`src/hdl/dbs_pkg.sv`:
```
// dbs_pkg: constants and types for the dc braking stop controller.
// assumes a 100 MHz control clock; frequencies in 0.01 Hz steps.
package dbs_pkg;
	// ****************************************************************
	// clock and timebase
	// ****************************************************************
	localparam int CLK_PERIOD_NS = 10;
	localparam int TICK_TIME_NS = 100_000_000;
	localparam int TICK_CYCLES = TICK_TIME_NS / CLK_PERIOD_NS;
	localparam int DIV_W = 24;

	// ****************************************************************
	// input terminals
	// ****************************************************************
	localparam int NUM_TERM = 7;
	localparam int FUNC_W = 8;
	localparam logic [7:0] FUNC_EXT_BRAKE = 8'h07;
	localparam logic [7:0] FUNC_COAST_STOP = 8'h0B;

	// ****************************************************************
	// settings and limits
	// ****************************************************************
	localparam int FREQ_W = 16;
	localparam int THR_W = 13;
	localparam logic [12:0] THR_MAX = 13'h1770;
	localparam int DELAY_W = 6;
	localparam logic [5:0] DELAY_MAX = 6'h32;
	localparam int ACT_W = 10;
	localparam logic [9:0] ACT_MAX = 10'h258;
	localparam int FORCE_W = 7;
	localparam logic [6:0] FORCE_ND_MAX = 7'h64;
	localparam logic [6:0] FORCE_LD_MAX = 7'h46;
	localparam logic [6:0] FORCE_RST = 7'h00;

	localparam logic [1:0] SEL_DISABLE = 2'h0;
	localparam logic [1:0] SEL_AT_STOP = 2'h1;
	localparam logic [1:0] SEL_FREQ_CMD = 2'h2;
	localparam logic MODE_EDGE = 1'b0;
	localparam logic MODE_LEVEL = 1'b1;
	localparam logic STOP_DECEL = 1'b0;
	localparam logic STOP_COAST = 1'b1;

	typedef enum logic [1:0] {
		DBS_IDLE = 2'b00,
		DBS_DELAY = 2'b01,
		DBS_BRAKE = 2'b10,
		DBS_DONE = 2'b11
	} dbs_state_t;
endpackage : dbs_pkg

```
`src/hdl/dbs_top.sv`:
```
// dbs_top: stop sequence with coast stop and three kinds of dc braking.
// assumes all inputs synchronous to clock_i and settings held steady.
`timescale 1ns/100ps
module dbs_top #(
	parameter int TICK_CYC = dbs_pkg::TICK_CYCLES,
	parameter int N_TERM = dbs_pkg::NUM_TERM
) (
	input wire logic clock_i,
	input wire logic rst_n_i,
	input wire logic run_cmd_i,
	input wire logic [dbs_pkg::FREQ_W-1:0] freq_cmd_i,
	input wire logic [dbs_pkg::FREQ_W-1:0] out_freq_i,
	input wire logic [N_TERM-1:0] terminal_i,
	input wire logic [N_TERM*dbs_pkg::FUNC_W-1:0] terminal_func_i,
	input wire logic [1:0] internal_brake_select_i,
	input wire logic [dbs_pkg::THR_W-1:0] brake_freq_threshold_i,
	input wire logic [dbs_pkg::DELAY_W-1:0] brake_delay_time_i,
	input wire logic [dbs_pkg::FORCE_W-1:0] brake_force_level_i,
	input wire logic [dbs_pkg::ACT_W-1:0] brake_active_time_i,
	input wire logic brake_edge_level_select_i,
	input wire logic stop_method_select_i,
	input wire logic light_duty_rating_i,
	output logic output_shutdown_o,
	output logic freq_hold_zero_o,
	output logic brake_req_o,
	output logic [dbs_pkg::FORCE_W-1:0] brake_force_o
);
	import dbs_pkg::*;

	if (TICK_CYC < 1 || TICK_CYC >= (1 << DIV_W) || N_TERM < 1)
	begin : g_bad_param
		$error("dbs_top: tick count or terminal count out of range");
	end

	// ****************************************************************
	// terminal decode
	// ****************************************************************
	function automatic logic term_hit(input logic [N_TERM-1:0] lvl,
		input logic [N_TERM*FUNC_W-1:0] fn, input logic [7:0] code);
		logic hit;
		hit = 1'b0;
		for (int i = 0; i < N_TERM; i++)
		begin
			if (lvl[i] && fn[i*FUNC_W +: FUNC_W] == code)
				hit = 1'b1;
		end
		return hit;
	endfunction : term_hit

	logic coast_stop_input, external_brake_input, ext_en, stop_cond;
	logic fcmd_cond, trig, trig_rise, is_edge;
	logic [THR_W-1:0] thr;
	logic [DELAY_W-1:0] dly;
	logic [ACT_W-1:0] act;
	logic [FORCE_W-1:0] force_lim;
	assign coast_stop_input = term_hit(terminal_i, terminal_func_i,
		FUNC_COAST_STOP);
	assign external_brake_input = term_hit(terminal_i, terminal_func_i,
		FUNC_EXT_BRAKE);
	assign thr = (brake_freq_threshold_i > THR_MAX) ? THR_MAX :
		brake_freq_threshold_i;
	assign dly = (brake_delay_time_i > DELAY_MAX) ? DELAY_MAX :
		brake_delay_time_i;
	assign act = (brake_active_time_i > ACT_MAX) ? ACT_MAX :
		brake_active_time_i;
	assign is_edge = (brake_edge_level_select_i == MODE_EDGE);

	// ****************************************************************
	// trigger conditions
	// ****************************************************************
	logic latch_q, latch_d, trig_q;
	assign ext_en = external_brake_input &&
		(internal_brake_select_i == SEL_DISABLE ||
		internal_brake_select_i == SEL_AT_STOP);
	assign stop_cond = (internal_brake_select_i == SEL_AT_STOP) &&
		!run_cmd_i && (out_freq_i < {3'h0, thr});
	assign fcmd_cond = (internal_brake_select_i == SEL_FREQ_CMD) &&
		(freq_cmd_i <= {3'h0, thr}) &&
		(out_freq_i <= {3'h0, thr});
	assign trig = ext_en || stop_cond || latch_q || fcmd_cond;
	assign trig_rise = trig && !trig_q;

	always_comb
	begin
		latch_d = latch_q;
		if (run_cmd_i || internal_brake_select_i != SEL_AT_STOP)
			latch_d = 1'b0;
		else if (stop_cond)
			latch_d = 1'b1;
	end

	// ****************************************************************
	// timebase and sequence
	// ****************************************************************
	dbs_state_t state_q, state_d;
	logic [DIV_W-1:0] div_q, div_d;
	logic [ACT_W-1:0] cnt_q, cnt_d;
	logic tick, load;
	assign tick = (div_q == DIV_W'(TICK_CYC - 1));
	always_comb
	begin
		state_d = state_q;
		cnt_d = cnt_q;
		load = 1'b0;
		case (state_q)
			DBS_IDLE:
			begin
				if (trig_rise)
					load = 1'b1;
			end
			DBS_DELAY:
			begin
				if (trig_rise)
					load = 1'b1;
				else if (!is_edge && !trig)
					state_d = DBS_IDLE;
				else if (tick)
				begin
					cnt_d = cnt_q - 1'b1;
					if (cnt_q == 1)
					begin
						state_d = DBS_BRAKE;
						cnt_d = act;
					end
				end
			end
			DBS_BRAKE:
			begin
				if (trig_rise)
					load = 1'b1;
				else if (!is_edge)
				begin
					if (!trig)
						state_d = DBS_IDLE;
				end
				else if (cnt_q == 0)
					state_d = DBS_DONE;
				else if (tick)
				begin
					cnt_d = cnt_q - 1'b1;
					if (cnt_q == 1)
						state_d = DBS_DONE;
				end
			end
			DBS_DONE:
			begin
				if (trig_rise)
					load = 1'b1;
				else if (!trig)
					state_d = DBS_IDLE;
			end
			default:
				state_d = DBS_IDLE;
		endcase
		if (load)
		begin
			if (dly != 0)
			begin
				state_d = DBS_DELAY;
				cnt_d = {4'h0, dly};
			end
			else
			begin
				state_d = DBS_BRAKE;
				cnt_d = act;
			end
		end
	end

	always_comb
	begin
		if (load || tick || state_q == DBS_IDLE || state_q == DBS_DONE)
			div_d = '0;
		else
			div_d = div_q + 1'b1;
	end

	// ****************************************************************
	// outputs
	// ****************************************************************
	logic shut_d, hold_d, req_d;
	logic [FORCE_W-1:0] force_d;
	always_comb
	begin
		force_lim = light_duty_rating_i ? FORCE_LD_MAX : FORCE_ND_MAX;
		shut_d = coast_stop_input ||
			(stop_method_select_i == STOP_COAST && !run_cmd_i) ||
			state_q == DBS_DELAY || state_q == DBS_DONE;
		req_d = (state_q == DBS_BRAKE) && !coast_stop_input;
		hold_d = (state_q == DBS_BRAKE);
		force_d = FORCE_RST;
		if (req_d)
			force_d = (brake_force_level_i > force_lim) ? force_lim :
				brake_force_level_i;
	end

	always_ff @(posedge clock_i or negedge rst_n_i)
	begin
		if (!rst_n_i)
		begin
			state_q <= DBS_IDLE;
			cnt_q <= '0;
			div_q <= '0;
			latch_q <= 1'b0;
			trig_q <= 1'b0;
			output_shutdown_o <= 1'b0;
			freq_hold_zero_o <= 1'b0;
			brake_req_o <= 1'b0;
			brake_force_o <= FORCE_RST;
		end
		else
		begin
			state_q <= state_d;
			cnt_q <= cnt_d;
			div_q <= div_d;
			latch_q <= latch_d;
			trig_q <= trig;
			output_shutdown_o <= shut_d;
			freq_hold_zero_o <= hold_d;
			brake_req_o <= req_d;
			brake_force_o <= force_d;
		end
	end
endmodule : dbs_top
```
`config.mk`:
```
export PLATFORM = sky130hd
export DESIGN_NAME = dbs_top
export DESIGN_NICKNAME = d
export VERILOG_FILES = /design/src/hdl/dbs_pkg.sv /design/src/hdl/dbs_top.sv
export SDC_FILE = /design/constraint.sdc
export NUM_CORES = 1
export LEC_CHECK = 0
export ABC_AREA = 1
export BUFFER_PORTS_ARGS = -buffer_cell sky130_fd_sc_hd__buf_2
export CELL_PAD_IN_SITES_DETAIL_PLACEMENT = 1
export CELL_PAD_IN_SITES_GLOBAL_PLACEMENT = 1
export CORE_ASPECT_RATIO = 1.1
export CORE_MARGIN = 1.5
export CORE_UTILIZATION = 32
export DETAILED_ROUTE_END_ITERATION = 16
export GPL_ROUTABILITY_DRIVEN = 1
export PLACE_DENSITY_LB_ADDON = 0.25
export SYNTH_ARGS = -nofsm -noshare
export SYNTH_HDL_FRONTEND = slang
export SYNTH_SLANG_ARGS = --single-unit
export TNS_END_PERCENT = 20
```
`constraint.sdc`:
```
create_clock -name clock_i -period 1.89 [get_ports clock_i]
set_clock_uncertainty 0.2 [all_clocks]
set_input_delay 0.189 -clock clock_i [delete_from_list [all_inputs] [get_ports clock_i]]
set_output_delay 0.189 -clock clock_i [all_outputs]
set_load 0.03 [all_outputs]
```
==> out/qor.json <==
{
  "outcome": {
    "status": "finished, violations left",
    "violations_in_the_final_reports": "negative setup slack"
  },
  "pwr": {
    "power.switching_fraction_pct": 44.0,
    "net-switching-power_mw": 2.49,
    "power.sequential.fraction_pct": 24.1,
    "power.static_leakage_nw": 3.56,
    "power_frac_comb_pct": 58.4,
    "max-vdd-ir-drop_uv": 471,
    "internal_power_mw": 3.17,
    "power_frac_clock_pct": 17.4,
    "power_density_mw_per_mm2": 822
  },
  "run": {
    "max_cap_violations": 0
  },
  "clock_tree": {
    "cts.htree.levels": 2,
    "worst_skew_pair.late_latency_ns": 0.29,
    "ctsLongestPathBuffers": 2,
    "cts.root.buffer_cell": "sky130_fd_sc_hd__clkbuf_16",
    "cts.reportedPaths.clkPinSlew_ns": 0.06,
    "tritoncts": "done",
    "inserted_clock_buffers": 5,
    "cts_sink_cnt": 48
  },
  "yosys": {
    "post_synth_mux_area_share_pct": 0,
    "ys_seq_area_share_pct": 28.1,
    "synth_area_mm2": 0.00428,
    "synth_async_sr_flop_share_pct": 100,
    "synth_simple_gate_area_share_pct": 42.2,
    "synthesized_net_count": 805,
    "ys_warnings": 0,
    "post_synth_fa_ha_maj_area_fraction_pct": 9.07,
    "dominantRegCellSynth": "sky130_fd_sc_hd__dfrtp_1",
    "synth.avg_cell_area_um2": 6.73,
    "postSynthRegisterBits": 48,
    "post_synth_inst_count": 635,
    "synth_top_family_by_area": "simple AND/OR/NAND/NOR gates",
    "synth_cell_types": 49,
    "synth_edf_count": 0,
    "synth-compound-area-share_pct": 7.67,
    "xor_xnor_fraction_of_synth_area_pct": 3.89
  },
  "sta": {
    "drv_slew": 0,
    "max_freq_mhz": 331,
    "unrepaired_setup_endpoints_after_global_routing": "yes",
    "setup_viol": 38,
    "timing.final.crit_share_pct": 160,
    "timing.final.hold_violations": 0,
    "transition_time_of_the_tightest_slew_check_pin_ns": 1.02,
    "relative_slew_slack_pct": 31.5,
    "final_critical_path_setup_slack_ns": -1.13,
    "final_critical_path_time_including_i_o_delays_and_setup_ns": 3.02
  },
  "critical_path": {
    "crit_start": "brake_freq_threshold_i[6]",
    "r2r_setup_slack_ns": -0.67,
    "setup.worst_path.start_class": "primary input",
    "timing.rr.start": "state_q[1]",
    "critical_path_class": "primary input to register",
    "cp.arrival_ns": 2.99,
    "timing.critical_path.to": "cnt_q[6]",
    "setup.worst_path.end_class": "register",
    "worst-endpoint-required_ns": 1.86,
    "depth_of_the_worst_register_to_register_path": 10,
    "capturing_point_of_the_worst_reg2reg_path": "cnt_q[6]",
    "worstPathMaxFanout": 10
  },
  "die": {
    "initial_utilization_pct": 32.6,
    "die_height_um": 124,
    "die_width_um": 113,
    "die_footprint_mm2": 0.0141,
    "io_pins": 149,
    "core_mm2": 0.0131,
    "num_rows": 44
  },
  "detailed_routing": {
    "drc": 0,
    "route.detailed.wl_per_inst_um": 16.6,
    "vias_per_std_cell": 4.98,
    "vias": 5238,
    "route.final.wire_length_mm": 17.5,
    "residual_antenna_violating_net_count_after_detailed_routing": 0,
    "drt-initial-drc-count": 139,
    "drt-pass1-iter-count": 4
  },
  "cells_and_area": {
    "post_route_cells_drive_above_1_share_pct": 41.9,
    "diodes": 0,
    "area_growth_syn_to_layout_pct": 60.9,
    "final_net_count": 1062,
    "nFillCells": 1674,
    "most_frequent_cells_in_the_layout": "159 x sky130_fd_sc_hd__nand2_1, 145 x sky130_fd_sc_hd__buf_2, 85 x sky130_fd_sc_hd__buf_4",
    "final_cell_area_mm2": 0.00688,
    "sequential_cell_area_mm2": 0.00120,
    "layout_commonest_cell": "sky130_fd_sc_hd__nand2_1",
    "final_util_pct": 52.5,
    "multiInputGateArea_mm2": 0.00327
  },
  "grt": {
    "grt_first_pass_wirelength_mm": 25.9,
    "antenna_found_initial": 0,
    "maximum_number_of_pins_on_one_net_before_global_route_repair": 27,
    "groute.usage.overall_pct": 22.2,
    "first_global_vias": 5663,
    "grt.overflow.total": 0
  },
  "placement": {
    "hpwlAfterDp_mm": 11.9,
    "dpl-instance-area_mm2": 0.00584,
    "port_buffers": 148,
    "finalWeightedCongestion": 0.803
  },
  "worst_hold_path": {
    "hold_path_class": "primary input to register"
  }
}
## Yosys cell counts, types with 2 or more instances
library cell,number,area (um^2)
sky130_fd_sc_hd__a211oi_1,2,15.0
sky130_fd_sc_hd__o41ai_1,2,17.5
sky130_fd_sc_hd__buf_4,2,15.0
sky130_fd_sc_hd__nand4_1,12,75.1
sky130_fd_sc_hd__nand2_1,183,687
sky130_fd_sc_hd__xor2_1,17,149
sky130_fd_sc_hd__buf_6,3,33.8
sky130_fd_sc_hd__a21oi_1,20,100
sky130_fd_sc_hd__nand3_1,41,205
sky130_fd_sc_hd__dfrtp_1,48,1200
sky130_fd_sc_hd__nor4_1,5,31.3
sky130_fd_sc_hd__a31oi_1,2,12.5
sky130_fd_sc_hd__nor2_1,89,334
sky130_fd_sc_hd__ha_1,31,388
sky130_fd_sc_hd__nor2_4,6,67.6
sky130_fd_sc_hd__nor3_2,4,40.0
sky130_fd_sc_hd__o21ai_0,21,105
sky130_fd_sc_hd__inv_1,80,300
sky130_fd_sc_hd__and2_1,3,18.8
sky130_fd_sc_hd__inv_2,5,18.8
sky130_fd_sc_hd__nor3_4,2,32.5
sky130_fd_sc_hd__nand3_2,4,40.0
sky130_fd_sc_hd__xnor2_1,2,17.5
sky130_fd_sc_hd__nor2_2,5,31.3
sky130_fd_sc_hd__nor3_1,11,55.1
sky130_fd_sc_hd__nand2_2,7,43.8
sky130_fd_sc_hd__buf_2,2,10.0
sky130_fd_sc_hd__nor3b_1,5,37.5
## critical path, stage by stage
cell and delay [ns]:
sky130_fd_sc_hd__buf_8 0.08, sky130_fd_sc_hd__nand2_4 0.05, sky130_fd_sc_hd__nor3b_4 0.26, sky130_fd_sc_hd__o21ai_2 0.12, sky130_fd_sc_hd__a21oi_4 0.19, sky130_fd_sc_hd__nand2_8 0.09, sky130_fd_sc_hd__clkinv_8 0.09, sky130_fd_sc_hd__nor2_4 0.04
sky130_fd_sc_hd__ha_4 0.28, sky130_fd_sc_hd__nand2_4 0.07, sky130_fd_sc_hd__nor4_4 0.38, sky130_fd_sc_hd__nand3_1 0.17, sky130_fd_sc_hd__nand2_2 0.14, sky130_fd_sc_hd__nand3_4 0.10, sky130_fd_sc_hd__nand2_4 0.12, sky130_fd_sc_hd__nand2_8 0.11
sky130_fd_sc_hd__nand2_4 0.10, sky130_fd_sc_hd__nand2_4 0.07, sky130_fd_sc_hd__inv_8 0.09, sky130_fd_sc_hd__nand2_8 0.08, sky130_fd_sc_hd__nand2_1 0.09, sky130_fd_sc_hd__nand2_1 0.07
## state kept, by name, indices dropped and copies added, names as in the netlist
signal / flops
div_q: 24
state_q: 2
freq_hold_zero_o: 1
brake_req_o: 1
latch_q: 1
trig_q: 1
cnt_q: 10
output_shutdown_o: 1
brake_force_o: 7
## power by group through the flow
stage                     Clock [mW]  Combinational [mW]  Sequential (mW)
after floorplan                    0                1.40             1.51
after CTS                       1.00                2.81             1.36
after global routing            1.03                3.59             1.39
final                          0.985                3.31             1.37
after detailed placement           0                2.49             1.38
after global placement             0                2.39             1.36
## worst min path at each step
stage / end / slack, ns / startpoint / cells past startpoint
6_report: brake_force_o[5] / 0.02 / brake_force_level_i[5] / 3
2_1_floorplan: brake_force_o[0] / -0.31 / rst_n_i / 0
5_1_grt: brake_force_o[1] / 0.02 / light_duty_rating_i / 3
3_3_place_gp: output_shutdown_o / 0.007 / rst_n_i / 1
4_1_cts: brake_force_o[5] / 0.01 / brake_force_level_i[5] / 3
3_5_place_dp: output_shutdown_o / 0.02 / rst_n_i / 1
## per-stage QoR
stage	total power [mW]	setup TNS [ns]	setup WS (ns)	hold slack, ns	instances
2_1_floorplan	2.91	-25.59	-0.745	-0.307	635
3_3_place_gp	3.75	-47.97	-1.33	0.00680	1017
3_5_place_dp	3.87	-52.01	-1.49	0.0168	1017
4_1_cts	5.17	-33.24	-0.957	0.0137	1045
5_1_grt	6.01	-44.03	-1.27	0.0225	1052
6_report	5.66	-39.28	-1.13	0.0190	1052
## cell families after synthesis
kind of cell,after synthesis
buf+inv,95
flops,48
compound gates,56
xor+xnor,19
fa+ha+maj,31
simple gates,386
## cell type report
cell class | instances | share of cell area [%]
Clock buffer | 5 | 1.82
Clock inverter | 1 | 0.436
Inverter | 87 | 5.13
Multi-Input combinational cell | 497 | 47.5
Sequential cell | 48 | 17.5
Tap cell | 161 | 2.93
Timing Repair Buffer | 253 | 24.7
## what timing repair did
| action | 4_1_cts | 5_1_grt |
|---|---|---|
| buffers inserted | 10 | 2 |
| hold buffers | 9 | 0 |
| pin swaps | 11 | 54 |
| endpoints found under the hold margin | 29 | 0 |
| gates cloned | 3 | 5 |
| endpoints found under the setup margin | 38 | 44 |
| resized for setup | 39 | 87 |
## per-layer routing
metal  routed length (um)  vias up  track usage [%]
li1                     -     2557                -
met3                  436       33             2.54
met1                 6650     2555             24.9
met4                  452        0             5.51
met2                 9950       93             43.6
met5                    0        -                0
Note: power is estimated with default switching activity, not from simulation.
